--- src/design/pmg_defs.svh ---
// Register offsets, field positions, reset values and timing counts
// Assumes a 100 MHz aclk and a 24-bit two's complement sample stream
`ifndef PMG_DEFS_SVH
`define PMG_DEFS_SVH
// Byte offsets of the registers
`define PMG_VOL_OFS   12'h410
`define PMG_STAT_OFS  12'h414
`define PMG_FILT_OFS  12'h420
`define PMG_GATE_OFS  12'h430
// Playback filter control fields
`define PMG_MUTE_BIT  9
`define PMG_MONO_BIT  7
`define PMG_RATE_BIT  5
`define PMG_URAMP_BIT 4
`define PMG_FILT_RST  16'h0200
// Noise gate control fields
`define PMG_HLD_LSB   5
`define PMG_THR_LSB   1
`define PMG_ENA_BIT   0
`define PMG_GATE_RST  16'h0068
// Volume register: left in low byte, right in high byte
`define PMG_VOL_RST   16'hc0c0
`define PMG_VOL_0DB   8'hc0
// Samples per gain step of the ramp
`define PMG_FAST_SMP  6'd2
`define PMG_SLOW_SMP  6'd32
// Gate hold times in ms, and clock rate in kHz
`define PMG_HLD0_MS   30
`define PMG_HLD1_MS   125
`define PMG_HLD2_MS   250
`define PMG_HLD3_MS   500
`define PMG_CLK_KHZ   100000
`define PMG_MS2CYC(ms) ((ms) * `PMG_CLK_KHZ)
// Gate level for -60 dBFS on a 24-bit scale; each code step halves it
`define PMG_THR_TOP   24'd8389
// Fraction bits of the gain mantissa
`define PMG_MANT_FRAC 14
`endif

--- src/design/pmg_pkg.sv ---
// Shared types of the playback mute and gate path
// Assumes pmg_defs.svh holds the numbers
package pmg_pkg;
  typedef logic signed [23:0] pmg_smp_t;
  typedef logic [7:0]         pmg_code_t;
endpackage : pmg_pkg

--- src/design/pmg_gain_stage.sv ---
// One channel of gain: volume code to linear gain, registered result
// Assumes code follows 0.375 dB steps, 0 is mute, c0h and above is 0 dB
`timescale 1ns/1ps
`include "pmg_defs.svh"
module pmg_gain_stage
  import pmg_pkg::*;
(
  // Clock and reset
  input  wire logic      aclk,
  input  wire logic      aresetn,
  // Sample and gain code
  input  wire logic      in_vld,
  input  wire pmg_smp_t  in_smp,
  input  wire pmg_code_t code,
  // Scaled sample
  output pmg_smp_t       out_smp
);
  // 2^(-k/16) in Q14; sixteen steps of 0.375 dB make one 6 dB shift
  function automatic logic [14:0] mant(input logic [3:0] k);
    case (k)
      4'h0:    mant = 15'd16384;
      4'h1:    mant = 15'd15689;
      4'h2:    mant = 15'd15024;
      4'h3:    mant = 15'd14386;
      4'h4:    mant = 15'd13777;
      4'h5:    mant = 15'd13193;
      4'h6:    mant = 15'd12634;
      4'h7:    mant = 15'd12098;
      4'h8:    mant = 15'd11585;
      4'h9:    mant = 15'd11094;
      4'ha:    mant = 15'd10624;
      4'hb:    mant = 15'd10173;
      4'hc:    mant = 15'd9742;
      4'hd:    mant = 15'd9329;
      4'he:    mant = 15'd8933;
      default: mant = 15'd8555;
    endcase
  endfunction : mant

  logic [7:0]         att;
  logic signed [39:0] prod;
  logic signed [39:0] shf;

  always_comb begin
    att  = (code >= `PMG_VOL_0DB) ? 8'h00 : 8'(`PMG_VOL_0DB - code);
    prod = (40'(in_smp) * 40'(signed'({1'b0, mant(att[3:0])}))) >>> `PMG_MANT_FRAC;
    shf  = prod >>> att[7:4];
  end

  // Gain never exceeds one, so the low 24 bits hold the whole result
  always_ff @(posedge aclk) begin
    if (!aresetn) begin
      out_smp <= '0;
    end else if (in_vld) begin
      out_smp <= (code == 8'h00) ? '0 : shf[23:0];
    end
  end
endmodule : pmg_gain_stage

--- src/design/pmg_noise_gate.sv ---
// Noise gate detector: level compare and hold timer
// Assumes samples from the same clock domain, level held between samples
`timescale 1ns/1ps
`include "pmg_defs.svh"
module pmg_noise_gate
  import pmg_pkg::*;
#(
  parameter int unsigned HOLD_W = 26,
  parameter int unsigned HOLD0  = 3000000,
  parameter int unsigned HOLD1  = 12500000,
  parameter int unsigned HOLD2  = 25000000,
  parameter int unsigned HOLD3  = 50000000
) (
  // Clock and reset
  input  wire logic       aclk,
  input  wire logic       aresetn,
  // Settings
  input  wire logic       ena,
  input  wire logic [2:0] thr,
  input  wire logic [1:0] hld,
  // Samples
  input  wire logic       in_vld,
  input  wire pmg_smp_t   in_l,
  input  wire pmg_smp_t   in_r,
  // Gate state
  output logic            active
);
  function automatic logic [23:0] mag(input pmg_smp_t x);
    mag = x[23] ? 24'(-x) : 24'(x);
  endfunction : mag

  logic [23:0]       lvl;
  logic              loud;
  logic [HOLD_W-1:0] hold_cyc;
  logic [HOLD_W-1:0] cnt_q;

  always_comb begin
    lvl  = `PMG_THR_TOP >> thr;
    loud = in_vld && (mag(in_l) >= lvl || mag(in_r) >= lvl);
    case (hld)
      2'b00:   hold_cyc = HOLD_W'(HOLD0);
      2'b01:   hold_cyc = HOLD_W'(HOLD1);
      2'b10:   hold_cyc = HOLD_W'(HOLD2);
      default: hold_cyc = HOLD_W'(HOLD3);
    endcase
  end

  // Any loud sample restarts the quiet count
  always_ff @(posedge aclk) begin
    if (!aresetn || !ena || loud) begin
      cnt_q <= '0;
    end else if (cnt_q < hold_cyc) begin
      cnt_q <= cnt_q + 1'b1;
    end
  end

  // Activates one cycle after the full hold has passed, i.e. strictly longer
  always_ff @(posedge aclk) begin
    if (!aresetn || !ena) begin
      active <= 1'b0;
    end else if (loud) begin
      active <= 1'b0;
    end else if (cnt_q >= hold_cyc) begin
      active <= 1'b1;
    end
  end
endmodule : pmg_noise_gate

--- src/design/pmg_playback_path.sv ---
// Playback path soft mute, noise gate and mono mix behind an AXI4-Lite slave
// Assumes samples arrive as one-cycle strobes from logic on aclk
//
// Register access over AXI4-Lite was left to the implementer.
`timescale 1ns/1ps
`include "pmg_defs.svh"
module pmg_playback_path
  import pmg_pkg::*;
#(
  parameter int unsigned ADDR_W    = 12,
  parameter int unsigned HOLD_W    = 26,
  parameter int unsigned HOLD0_CYC = `PMG_MS2CYC(`PMG_HLD0_MS),
  parameter int unsigned HOLD1_CYC = `PMG_MS2CYC(`PMG_HLD1_MS),
  parameter int unsigned HOLD2_CYC = `PMG_MS2CYC(`PMG_HLD2_MS),
  parameter int unsigned HOLD3_CYC = `PMG_MS2CYC(`PMG_HLD3_MS)
) (
  // Clock and reset
  input  wire logic              aclk,
  input  wire logic              aresetn,
  // AXI4-Lite write address
  input  wire logic [ADDR_W-1:0] awaddr,
  input  wire logic              awvalid,
  output logic                   awready,
  // AXI4-Lite write data
  input  wire logic [31:0]       wdata,
  input  wire logic [3:0]        wstrb,
  input  wire logic              wvalid,
  output logic                   wready,
  // AXI4-Lite write response
  output logic [1:0]             bresp,
  output logic                   bvalid,
  input  wire logic              bready,
  // AXI4-Lite read address
  input  wire logic [ADDR_W-1:0] araddr,
  input  wire logic              arvalid,
  output logic                   arready,
  // AXI4-Lite read data
  output logic [31:0]            rdata,
  output logic [1:0]             rresp,
  output logic                   rvalid,
  input  wire logic              rready,
  // Samples in
  input  wire logic              in_valid,
  input  wire pmg_smp_t          in_left,
  input  wire pmg_smp_t          in_right,
  // Samples out
  output logic                   out_valid,
  output pmg_smp_t               out_left,
  output pmg_smp_t               out_right
);
  localparam logic [1:0] RESP_OKAY   = 2'b00;
  localparam logic [1:0] RESP_SLVERR = 2'b10;

  // Register state
  logic [15:0]       filt_q;
  logic [15:0]       gate_q;
  logic [15:0]       vol_q;
  logic [ADDR_W-1:0] aw_addr_q;
  logic [31:0]       w_data_q;
  logic [3:0]        w_strb_q;
  logic              wr_do;
  logic              wr_filt;
  logic              wr_gate;
  logic              wr_vol;

  // Path state
  logic              eff_mute;
  logic              gate_act;
  logic [4:0]        smp_cnt_q;
  logic [4:0]        lim;
  logic              step_tick;
  logic [24:0]       sum;
  logic              mix_vld_q;
  logic [15:0]       cur_all;
  logic [15:0]       tgt_all;
  pmg_smp_t          mix_l;
  pmg_smp_t          mix_r;

  function automatic logic [15:0] merge(input logic [15:0] old,
                                        input logic [31:0] d,
                                        input logic [3:0]  s);
    merge = {s[1] ? d[15:8] : old[15:8], s[0] ? d[7:0] : old[7:0]};
  endfunction : merge

  function automatic logic [ADDR_W-1:0] word(input logic [ADDR_W-1:0] a);
    word = {a[ADDR_W-1:2], 2'b00};
  endfunction : word

  // Write address and data are taken in either order, then joined
  assign wr_do   = !awready && !wready && !bvalid;
  assign wr_filt = wr_do && word(aw_addr_q) == ADDR_W'(`PMG_FILT_OFS);
  assign wr_gate = wr_do && word(aw_addr_q) == ADDR_W'(`PMG_GATE_OFS);
  assign wr_vol  = wr_do && word(aw_addr_q) == ADDR_W'(`PMG_VOL_OFS);

  always_ff @(posedge aclk) begin
    if (!aresetn) begin
      awready   <= 1'b1;
      aw_addr_q <= '0;
    end else if (awvalid && awready) begin
      awready   <= 1'b0;
      aw_addr_q <= awaddr;
    end else if (wr_do) begin
      awready   <= 1'b1;
    end
  end

  always_ff @(posedge aclk) begin
    if (!aresetn) begin
      wready   <= 1'b1;
      w_data_q <= '0;
      w_strb_q <= '0;
    end else if (wvalid && wready) begin
      wready   <= 1'b0;
      w_data_q <= wdata;
      w_strb_q <= wstrb;
    end else if (wr_do) begin
      wready   <= 1'b1;
    end
  end

  // The status word is read-only; a write there is refused like a hole
  always_ff @(posedge aclk) begin
    if (!aresetn) begin
      bvalid <= 1'b0;
      bresp  <= RESP_OKAY;
    end else if (wr_do) begin
      bvalid <= 1'b1;
      bresp  <= (wr_filt || wr_gate || wr_vol) ? RESP_OKAY : RESP_SLVERR;
    end else if (bready) begin
      bvalid <= 1'b0;
    end
  end

  always_ff @(posedge aclk) begin
    if (!aresetn) begin
      filt_q <= `PMG_FILT_RST;
      gate_q <= `PMG_GATE_RST;
      vol_q  <= `PMG_VOL_RST;
    end else begin
      if (wr_filt) begin
        filt_q <= merge(filt_q, w_data_q, w_strb_q) & 16'h02b0;
      end
      if (wr_gate) begin
        gate_q <= merge(gate_q, w_data_q, w_strb_q) & 16'h006f;
      end
      if (wr_vol) begin
        vol_q <= merge(vol_q, w_data_q, w_strb_q);
      end
    end
  end

  // Read answer one cycle after the address is taken
  always_ff @(posedge aclk) begin
    if (!aresetn) begin
      arready <= 1'b1;
      rvalid  <= 1'b0;
      rdata   <= '0;
      rresp   <= RESP_OKAY;
    end else if (arvalid && arready) begin
      arready <= 1'b0;
      rvalid  <= 1'b1;
      rresp   <= RESP_OKAY;
      case (word(araddr))
        ADDR_W'(`PMG_FILT_OFS): rdata <= {16'h0000, filt_q};
        ADDR_W'(`PMG_GATE_OFS): rdata <= {16'h0000, gate_q};
        ADDR_W'(`PMG_VOL_OFS):  rdata <= {16'h0000, vol_q};
        ADDR_W'(`PMG_STAT_OFS): rdata <= {15'h0000, gate_act, cur_all};
        default: begin
          rdata <= '0;
          rresp <= RESP_SLVERR;
        end
      endcase
    end else if (rvalid && rready) begin
      rvalid  <= 1'b0;
      arready <= 1'b1;
    end
  end

  // Noise gate
  pmg_noise_gate #(
    .HOLD_W (HOLD_W),
    .HOLD0  (HOLD0_CYC),
    .HOLD1  (HOLD1_CYC),
    .HOLD2  (HOLD2_CYC),
    .HOLD3  (HOLD3_CYC)
  ) u_gate (
    .aclk    (aclk),
    .aresetn (aresetn),
    .ena     (gate_q[`PMG_ENA_BIT]),
    .thr     (gate_q[`PMG_THR_LSB +: 3]),
    .hld     (gate_q[`PMG_HLD_LSB +: 2]),
    .in_vld  (in_valid),
    .in_l    (in_left),
    .in_r    (in_right),
    .active  (gate_act)
  );

  assign eff_mute = filt_q[`PMG_MUTE_BIT] || gate_act;

  // Ramp pacing counts samples, so the ramp time scales with fs
  assign lim       = filt_q[`PMG_RATE_BIT] ? 5'(`PMG_SLOW_SMP - 6'd1) : 5'(`PMG_FAST_SMP - 6'd1);
  assign step_tick = in_valid && smp_cnt_q == lim;

  // Cleared on a filter write so a rate change never overshoots the limit
  always_ff @(posedge aclk) begin
    if (!aresetn || wr_filt) begin
      smp_cnt_q <= '0;
    end else if (in_valid) begin
      smp_cnt_q <= step_tick ? 5'd0 : smp_cnt_q + 5'd1;
    end
  end

  // Mono mix: halve the sum so it cannot clip
  assign sum = {in_left[23], in_left} + {in_right[23], in_right};

  always_ff @(posedge aclk) begin
    if (!aresetn) begin
      mix_vld_q <= 1'b0;
      out_valid <= 1'b0;
    end else begin
      mix_vld_q <= in_valid;
      out_valid <= mix_vld_q;
    end
  end

  // Per channel: mix select, gain ramp and gain stage
  for (genvar ch = 0; ch < 2; ch++) begin : g_ch
    logic [7:0] vol;
    logic [7:0] tgt;
    logic [7:0] cur_q;
    pmg_smp_t   mix_q;
    pmg_smp_t   gout;

    assign vol = vol_q[ch*8 +: 8];
    assign tgt = eff_mute ? 8'h00 : vol;
    assign cur_all[ch*8 +: 8] = cur_q;
    assign tgt_all[ch*8 +: 8] = tgt;

    always_ff @(posedge aclk) begin
      if (!aresetn) begin
        mix_q <= '0;
      end else if (in_valid) begin
        if (filt_q[`PMG_MONO_BIT]) begin
          mix_q <= sum[24:1];
        end else begin
          mix_q <= (ch == 0) ? in_left : in_right;
        end
      end
    end

    // Muting always ramps; un-muting ramps only when selected
    always_ff @(posedge aclk) begin
      if (!aresetn) begin
        cur_q <= 8'h00;
      end else if (tgt < cur_q) begin
        if (step_tick) begin
          cur_q <= cur_q - 8'h01;
        end
      end else if (tgt > cur_q) begin
        if (!filt_q[`PMG_URAMP_BIT]) begin
          cur_q <= tgt;
        end else if (step_tick) begin
          cur_q <= cur_q + 8'h01;
        end
      end
    end

    pmg_gain_stage u_gain (
      .aclk    (aclk),
      .aresetn (aresetn),
      .in_vld  (mix_vld_q),
      .in_smp  (mix_q),
      .code    (cur_q),
      .out_smp (gout)
    );
  end

  assign mix_l     = g_ch[0].mix_q;
  assign mix_r     = g_ch[1].mix_q;
  assign out_left  = g_ch[0].gout;
  assign out_right = g_ch[1].gout;
endmodule : pmg_playback_path

--- config.mk ---
export PLATFORM = sky130hd
export DESIGN_NAME = pmg_playback_path
export DESIGN_NICKNAME = d
export VERILOG_FILES = /design/src/design/pmg_pkg.sv /design/src/design/pmg_gain_stage.sv /design/src/design/pmg_noise_gate.sv /design/src/design/pmg_playback_path.sv
export VERILOG_INCLUDE_DIRS = /design/src /design/src/design
export SDC_FILE = /design/constraint.sdc
export NUM_CORES = 2
export LEC_CHECK = 0
export BUFFER_PORTS_ARGS = -buffer_cell sky130_fd_sc_hd__buf_2
export CORE_ASPECT_RATIO = 2
export CORE_MARGIN = 1.5
export CORE_UTILIZATION = 55
export CTS_CLUSTER_DIAMETER = 200
export DETAILED_ROUTE_END_ITERATION = 8
export GPL_TIMING_DRIVEN = 0
export PLACE_DENSITY = 0.68
export SETUP_SLACK_MARGIN = 0.05
export SLEW_MARGIN = 20
export SYNTH_ARGS = -nofsm -noshare
export SYNTH_HDL_FRONTEND = slang
export SYNTH_HIERARCHICAL = 1
export SYNTH_SLANG_ARGS = --single-unit
--- constraint.sdc ---
create_clock -name aclk -period 11.5 [get_ports aclk]
set_clock_uncertainty 0.1 [all_clocks]
set_input_delay 1.15 -clock aclk [delete_from_list [all_inputs] [get_ports aclk]]
set_output_delay 1.15 -clock aclk [all_outputs]
set_load 0.02 [all_outputs]
# ---- Word-level counts from Yosys, hierarchy flattened
# Memories as Yosys holds them, arrays and structs flattened.
# Cells that the tools add are included.
# W data, S select, Z words.
dict set report op_classes {
  n_addsub 11
  n_mul 2
  order_cmp 10
  eq_ne 14
  shifts 3
  n_mux 35
  reduce_logical 41
}
# cell n
set op_table {}
lappend op_table {{$mux W24} 6}
lappend op_table {{$mux W8} 14}
lappend op_table {{$mul A24 B16 Y40} 2}
lappend op_table {{$pmux W26 S3} 1}
lappend op_table {{$eq A10 B9 Y1 const B} 7}
lappend op_table {{$pmux W17 S4} 1}
lappend op_table {{$sshr A26 B4 Y24} 2}
lappend op_table {{$ge A24 B24 Y1} 2}
lappend op_table {{$neg A24 Y24} 2}
lappend op_table {{$add A26 B1 Y26 const B} 1}
lappend op_table {{$ge A26 B26 Y1} 1}
lappend op_table {{$lt A26 B26 Y1} 1}
lappend op_table {{$add A24 B24 Y25} 1}
lappend op_table {{$shr A14 B3 Y24 const A} 1}
lappend op_table {{$add A8 B1 Y8 const B} 2}
lappend op_table {{$ge A8 B8 Y1 const B} 2}
lappend op_table {{$gt A8 B8 Y1} 2}
lappend op_table {{$logic_not A8 Y1} 2}
lappend op_table {{$lt A8 B8 Y1} 2}
lappend op_table {{$sub A8 B1 Y8 const B} 2}
lappend op_table {{$sub A8 B8 Y8 const A} 2}
lappend op_table {{$reduce_bool A2 Y1} 6}
lappend op_table {{$logic_and A1 B1 Y1} 11}
lappend op_table {{$mux W5} 2}
lappend op_table {{other kinds (15)} 41}
dict set report word_totals {
  ff_bits 243
  rom_bits 480
  inputBits 116
  out_inout_bits 90
  elab_cells 145
  memories 2
}
# memory words width rd rd_clocked_by_memory_dff write_ports line
set memory_table {}
lappend memory_table {{(no name shown)} 16 15 1 0 0 pmg_gain_stage.sv:20} ;# case (k)
lappend memory_table {{(no name shown)} 16 15 1 0 0 pmg_gain_stage.sv:20}

# ---- Longest topological paths before layout
dict set report logic_depth {
  word_depth 7
  depth_mapped 37
  depth_no_buf 33
}

# ---- Hierarchy
# The synthesis kept the hierarchy.
# module n_inst cells_each area_per_inst_um2 seq_area_each_um2
set modules_own_cells {}
lappend modules_own_cells {{pmg_gain_stage at g_ch[0].u_gain} 1 2054 16947.5 480.5}
lappend modules_own_cells {{pmg_gain_stage at g_ch[1].u_gain} 1 1983 16534.6 480.5}
lappend modules_own_cells {pmg_playback_path 1 1085 8458.1 2982.9}
lappend modules_own_cells {pmg_noise_gate 1 466 3762.4 540.5}

# ---- Worst setup path after synthesis
# No wires, ideal clock.
dict set report synth_timing {
  kind {register -> register}
  startpoint {reg g_ch[0].cur_q[0]}
  endpoint {reg g_ch[0].u_gain.out_smp[12]}
  setup_time_ns 0.122
  arrival_ns 9.486
  t_required_ns 11.278
  setup_slack_ns 1.792
  path_stages_with_launch 34
  n_path_buf 2
  synth_period_minus_slack_ns 9.708
  cell_sequence {dfxtp_1 -> buf_2 -> inv_1 -> ha_1 -> nand2_1 -> ha_1 -> or3_1 -> and3_1 -> a31oi_1 -> clkbuf_1 -> nand2_1 -> inv_1 -> fa_1 -> inv_1 -> fa_1 -> inv_1 -> fa_1 -> fa_1 -> fa_1 -> inv_1 -> fa_1 -> inv_1 -> ha_1 -> a21oi_1 -> o31ai_1 -> a21o_1 -> a21o_1 -> a221oi_1 -> o31ai_4 -> a311o_2 -> xnor2_2 -> mux2_2 -> mux2i_4 -> a221o_1}
}
dict set report synth_between {
  elab_chain_len 6
  elab_cells_between_ends 8
  classes_between {add/sub: 1; mul: 1; order compare: 1; shift: 1; mux: 2; reduce/logical: 1; memory: 1}
}
# element line
set synth_rtl {}
lappend synth_rtl {{from (decl)} pmg_playback_path.sv:230} ;# logic [7:0] cur_q;
lappend synth_rtl {{from (signal assigned)} pmg_playback_path.sv:257} ;# cur_q <= cur_q - 8'h01;
lappend synth_rtl {{from (signal assigned)} pmg_playback_path.sv:261} ;# cur_q <= tgt;
lappend synth_rtl {{from (signal assigned)} pmg_playback_path.sv:263} ;# cur_q <= cur_q + 8'h01;
lappend synth_rtl {{$sub A8 B8 Y8 (no line) / $ge A8 B8 Y1 (equally long branches)} -}
lappend synth_rtl {{$mux W8} pmg_gain_stage.sv:45} ;# att = (code >= `PMG_VOL_0DB) ? 8'h00 : 8'(`PMG_VOL_0DB - code);
lappend synth_rtl {{$mem_v2 Z16 W15} -}
lappend synth_rtl {{$mul A24 B16 Y40} pmg_gain_stage.sv:46} ;# prod = (40'(in_smp) * 40'(signed'({1'b0, mant(att[3:0])}))) >>> `PMG_MANT_FRAC;
lappend synth_rtl {{$sshr A26 B4 Y24} pmg_gain_stage.sv:47} ;# shf = prod >>> att[7:4];
lappend synth_rtl {{$mux W24 (*)} pmg_gain_stage.sv:55} ;# out_smp <= (code == 8'h00) ? '0 : shf[23:0];
lappend synth_rtl {{to (signal assigned)} pmg_gain_stage.sv:55}
lappend synth_rtl {{to (decl)} pmg_gain_stage.sv:16} ;# output pmg_smp_t out_smp
# Mark *: on every way between the ends. The rest lies on a longest branch, timed or not.
# A chain may end at the register's enable or synchronous reset.

# ---- Final worst setup path
dict set report layout_timing {
  startpoint {reg g_ch[0].cur_q[0]}
  endpoint {reg g_ch[0].u_gain.out_smp[9]}
}
# The elaborated chain is that of the path after synthesis.

==> impl_summary.md <==
Floorplanning
between 200 and 250 I/O pins were placed. Measured along the x axis, the die boundary spans a little over 200 um. For this configuration, the core starts out at a cell density of 0.555. The floorplan has between 100 and 150 rows. In this run the standard cell core region covers between 80000 and 90000 um2. The y dimension of the die is about 410 um. The die outline area is 84900 um2.

STA
The worst hold slack after final layout is around 0.36 ns. The number of endpoints failing setup at the final stage is 0. Of the available clock period, the critical path in the final layout requires 0.975.

Timing would allow up to between 80 and 90 MHz. After routing, the total negative slack on setup checks comes to 0 ns. The transition time at the pin with the least slew margin is 1.27 ns. The hold violation total from the final report came to 0. The post-route worst setup slack is ~0.29 ns. The relative slew slack is 0.148. The final critical delay including setup and external delays is between 10 and 15 ns. The max-slew violation count is 0. Setup repair after global routing could not meet its margin everywhere.

Worst hold path
The type of the worst min-delay path is flip-flop to flip-flop. The cell depth of the worst hold path is 2. In this run the most critical hold path is launched from g_ch[0].u_gain/out_smp[21].

Clocking
The root buffer selected by CTS is clkbuf_16. The buffer depth of the longest clock path is 3. The clock net in this run drives a total of about 220 sinks. The hold buffer count at CTS is 0. After clock tree synthesis, the clock-pin slew on the worst setup and hold paths is approximately 0.070 ns.

The insertion delay of the later-clocked pin in the worst-skew pair is 0.60 ns. TritonCTS built the clock tree. The H-tree depth is 1.

The number of buffers created by CTS is 23.

Global route
The first-pass GRT wire length is 281 mm. The initial antenna violation count was 29. The remaining global-route overflow is 0. The number of global-route vias before repair came to around 46000.

The total routing usage reported by global routing is 0.456. The maximum number of pins on one net before global-route repair is 15.

Routing
The total detailed-routing wirelength is 190 mm. The detailed router placed between 40000 and 50000 vias in this run. The count of nets left with antenna violations once routing finished came out at 0. The total DRC errors in the routed layout is 0. After detailed routing, the average wire length per cell comes to 27.5 um. The iteration count of the initial detailed-routing pass is 9. After the first detailed-routing iteration, the DRC count stood at roughly 3200. The per-cell via count in the routed design is 6.32.

Yosys
Ranked by total cell area, the synthesized netlist is headed by fa_1, dfxtp_1, ha_1. The most instantiated flip-flop cell in the synthesis netlist is dfxtp_1. In this run the mean area of a mapped cell was between 8 and 9 um2. The dominant cell by count in the synthesized netlist is inv_1. The mapped netlist covers ~46000 um2.

Synthesis produced about 5600 cells. Summed over all instances, the cell type with the most area after synthesis is fa_1. The sequential cell area fraction in the yosys report is 0.0981. Yosys mapped a number of flops with a built-in enable equal to 0. The count of cell types in the netlist is 130. The area share of the largest cell type after synthesis is 0.306. The synthesized design contains 224 register bits. For this run, the number of Yosys warnings is 6. The async set-or-reset flop fraction in the synthesized netlist is 0. The commonest cells after synthesis are inv_1, nand2_1, fa_1.

Worst setup path
In this design, the stage delay of the slowest critical-path cell is approximately 0.69 ns. The beginning of the critical path is g_ch[0].cur_q[0]. STA classifies the critical path startpoint as a flip-flop. For the worst flop-to-flop path, the logic depth is 32. The family with the most delay on the worst path is adder cells. The class of the most critical setup path is flip-flop to flip-flop.

Counting buffers and inverters, the worst setup path is 32 cells deep. The largest fanout on the critical path is 10. The slowest stage of the critical path belongs to the cell clkbuf_1. For the worst setup path, the data arrival time is around 12 ns. The worst register-to-register path begins at g_ch[0].cur_q[0]. Among the stages of the critical path, the cell type that occurs most often is fa_1. The endpoint kind of the worst setup timing path is a flip-flop. At the worst endpoint, the required time is between 10 and 15 ns.

The number of buffers and inverters on the critical path is 7.

Placement
The number of buffers inserted by port buffering is between 150 and 200. The congestion estimate from routability-driven global placement came to 1.09. Timing analysis after detailed placement gives a worst setup slack of -0.711 ns.

Summed over all nets, the half-perimeter wirelength after detailed placement is between 150 and 200 mm.

Finish
The multi-input gate area in the final layout is roughly 37000 um2. In the final layout, the share of cells above drive strength 1 is 0.0710. Registers take between 4000 and 5000 um2.

After filler insertion, the fill cell instance count of the layout stands at 7842. The area added between synthesis and finish is 7.28%. At the end of the flow the core is filled with cells to 0.595. In the final design database the tool counted a little under 7000 nets.

Status
The flow ran to the end, and the final reports show no timing, DRC or antenna violations.

Run
The tool flagged a number of max-cap violations equal to 0.
## tightest hold or removal path: cells and delay by family (launching register included)
kind	cells	cell delay [ns]
and+or+nand+nor	2	0.09
DFF	1	0.32
## registers in the layout, summed over array words and instances, names as in the netlist
register and count:
mix_vld_q 1, wready 1, aw_addr_q 10, rdata 17, out_valid 1, arready 1
g_ch.cur_q 16, awready 1, u_gate/active 1, rvalid 1, w_strb_q 2, g_ch.u_gain/out_smp 48
w_data_q 16, g_ch.mix_q 48, vol_q 16, u_gate/cnt_q 26, gate_q 6, bvalid 1
filt_q 4, rresp 1, bresp 1, smp_cnt_q 5
## repair_timing
item                                   4_1_cts  5_1_grt
setup buffers                                0        2
pin swaps                                    0        2
setup endpoints to repair                   16       29
gates resized for setup                      7       28
endpoints found under the hold margin        0        0
## metrics by stage
step                      cells  area (um2)
after detailed placement   6834       48000
after floorplan            5604       45800
after global routing       6885       49000
after global placement     6827       47900
after CTS                  6874       48800
final                      6907       49000
## worst paths after layout
check	to	slack, ns
min reg2reg	g_ch[0].u_gain/out_smp[21]	0.36
max	g_ch[0].u_gain/out_smp[9]	0.29
min	g_ch[0].u_gain/out_smp[21]	0.36
max reg2reg	g_ch[0].u_gain/out_smp[9]	0.29
## area by class of cell
class	count	share of cell area
Buffer	299	0.0269
Antenna cell	30	0.00153
Timing Repair Buffer	176	0.0189
Sequential cell	224	0.0915
Tap cell	1057	0.0270
Inverter	820	0.0629
Clock buffer	32	0.0134
Multi-Input combinational cell	4261	0.756
Clock inverter	8	0.00140
## cells by family after synthesis
kind of cell             share of synthesized area
AND/OR/NAND/NOR                              0.210
buffers and inverters                       0.0957
AO/OA/AOI/OAI                                0.158
adder cells (fa/ha/maj)                      0.391
flip-flops                                  0.0981
XOR/XNOR                                    0.0286
multiplexers                                0.0182
other                                    0.0000821
## layout by cell type, fill, tap and decap left out, types with 30 or more instances in the layout
cell      synthesis  routed
nand3_1         111     111
xor2_1           37      37
o21ai_0         189     185
nor2b_1          64      64
a31oi_1          41      38
fa_1            699     699
nor4_1           32      30
inv_1           817     816
a211oi_1         53      52
nand2_1         777     777
dfxtp_1         224     223
ha_1            309     309
nor3_1           87      87
clkbuf_1        242     234
mux2i_1          66      66
o211ai_1         52      52
and3_1           48      48
a21oi_1         283     279
nand4_1          78      78
and2_1          365     365
xnor2_1         105     104
nor2_1          260     258
a21o_1           46      46
diode_2           0      30
buf_2            18     184
## layer usage
layer / up-vias / part of all wire / GRT usage
met2: 2148 / 0.50 / 0.793
met1: 21400 / 0.28 / 0.383
met4: 14 / 0.15 / 0.541
li1: 18900 / - / -
met3: 1200 / 0.066 / 0.114
met5: - / 0.00057 / 0
Power is not shown: default switching activity piles up to over one toggle a cycle in this logic, so the estimate is an artifact.
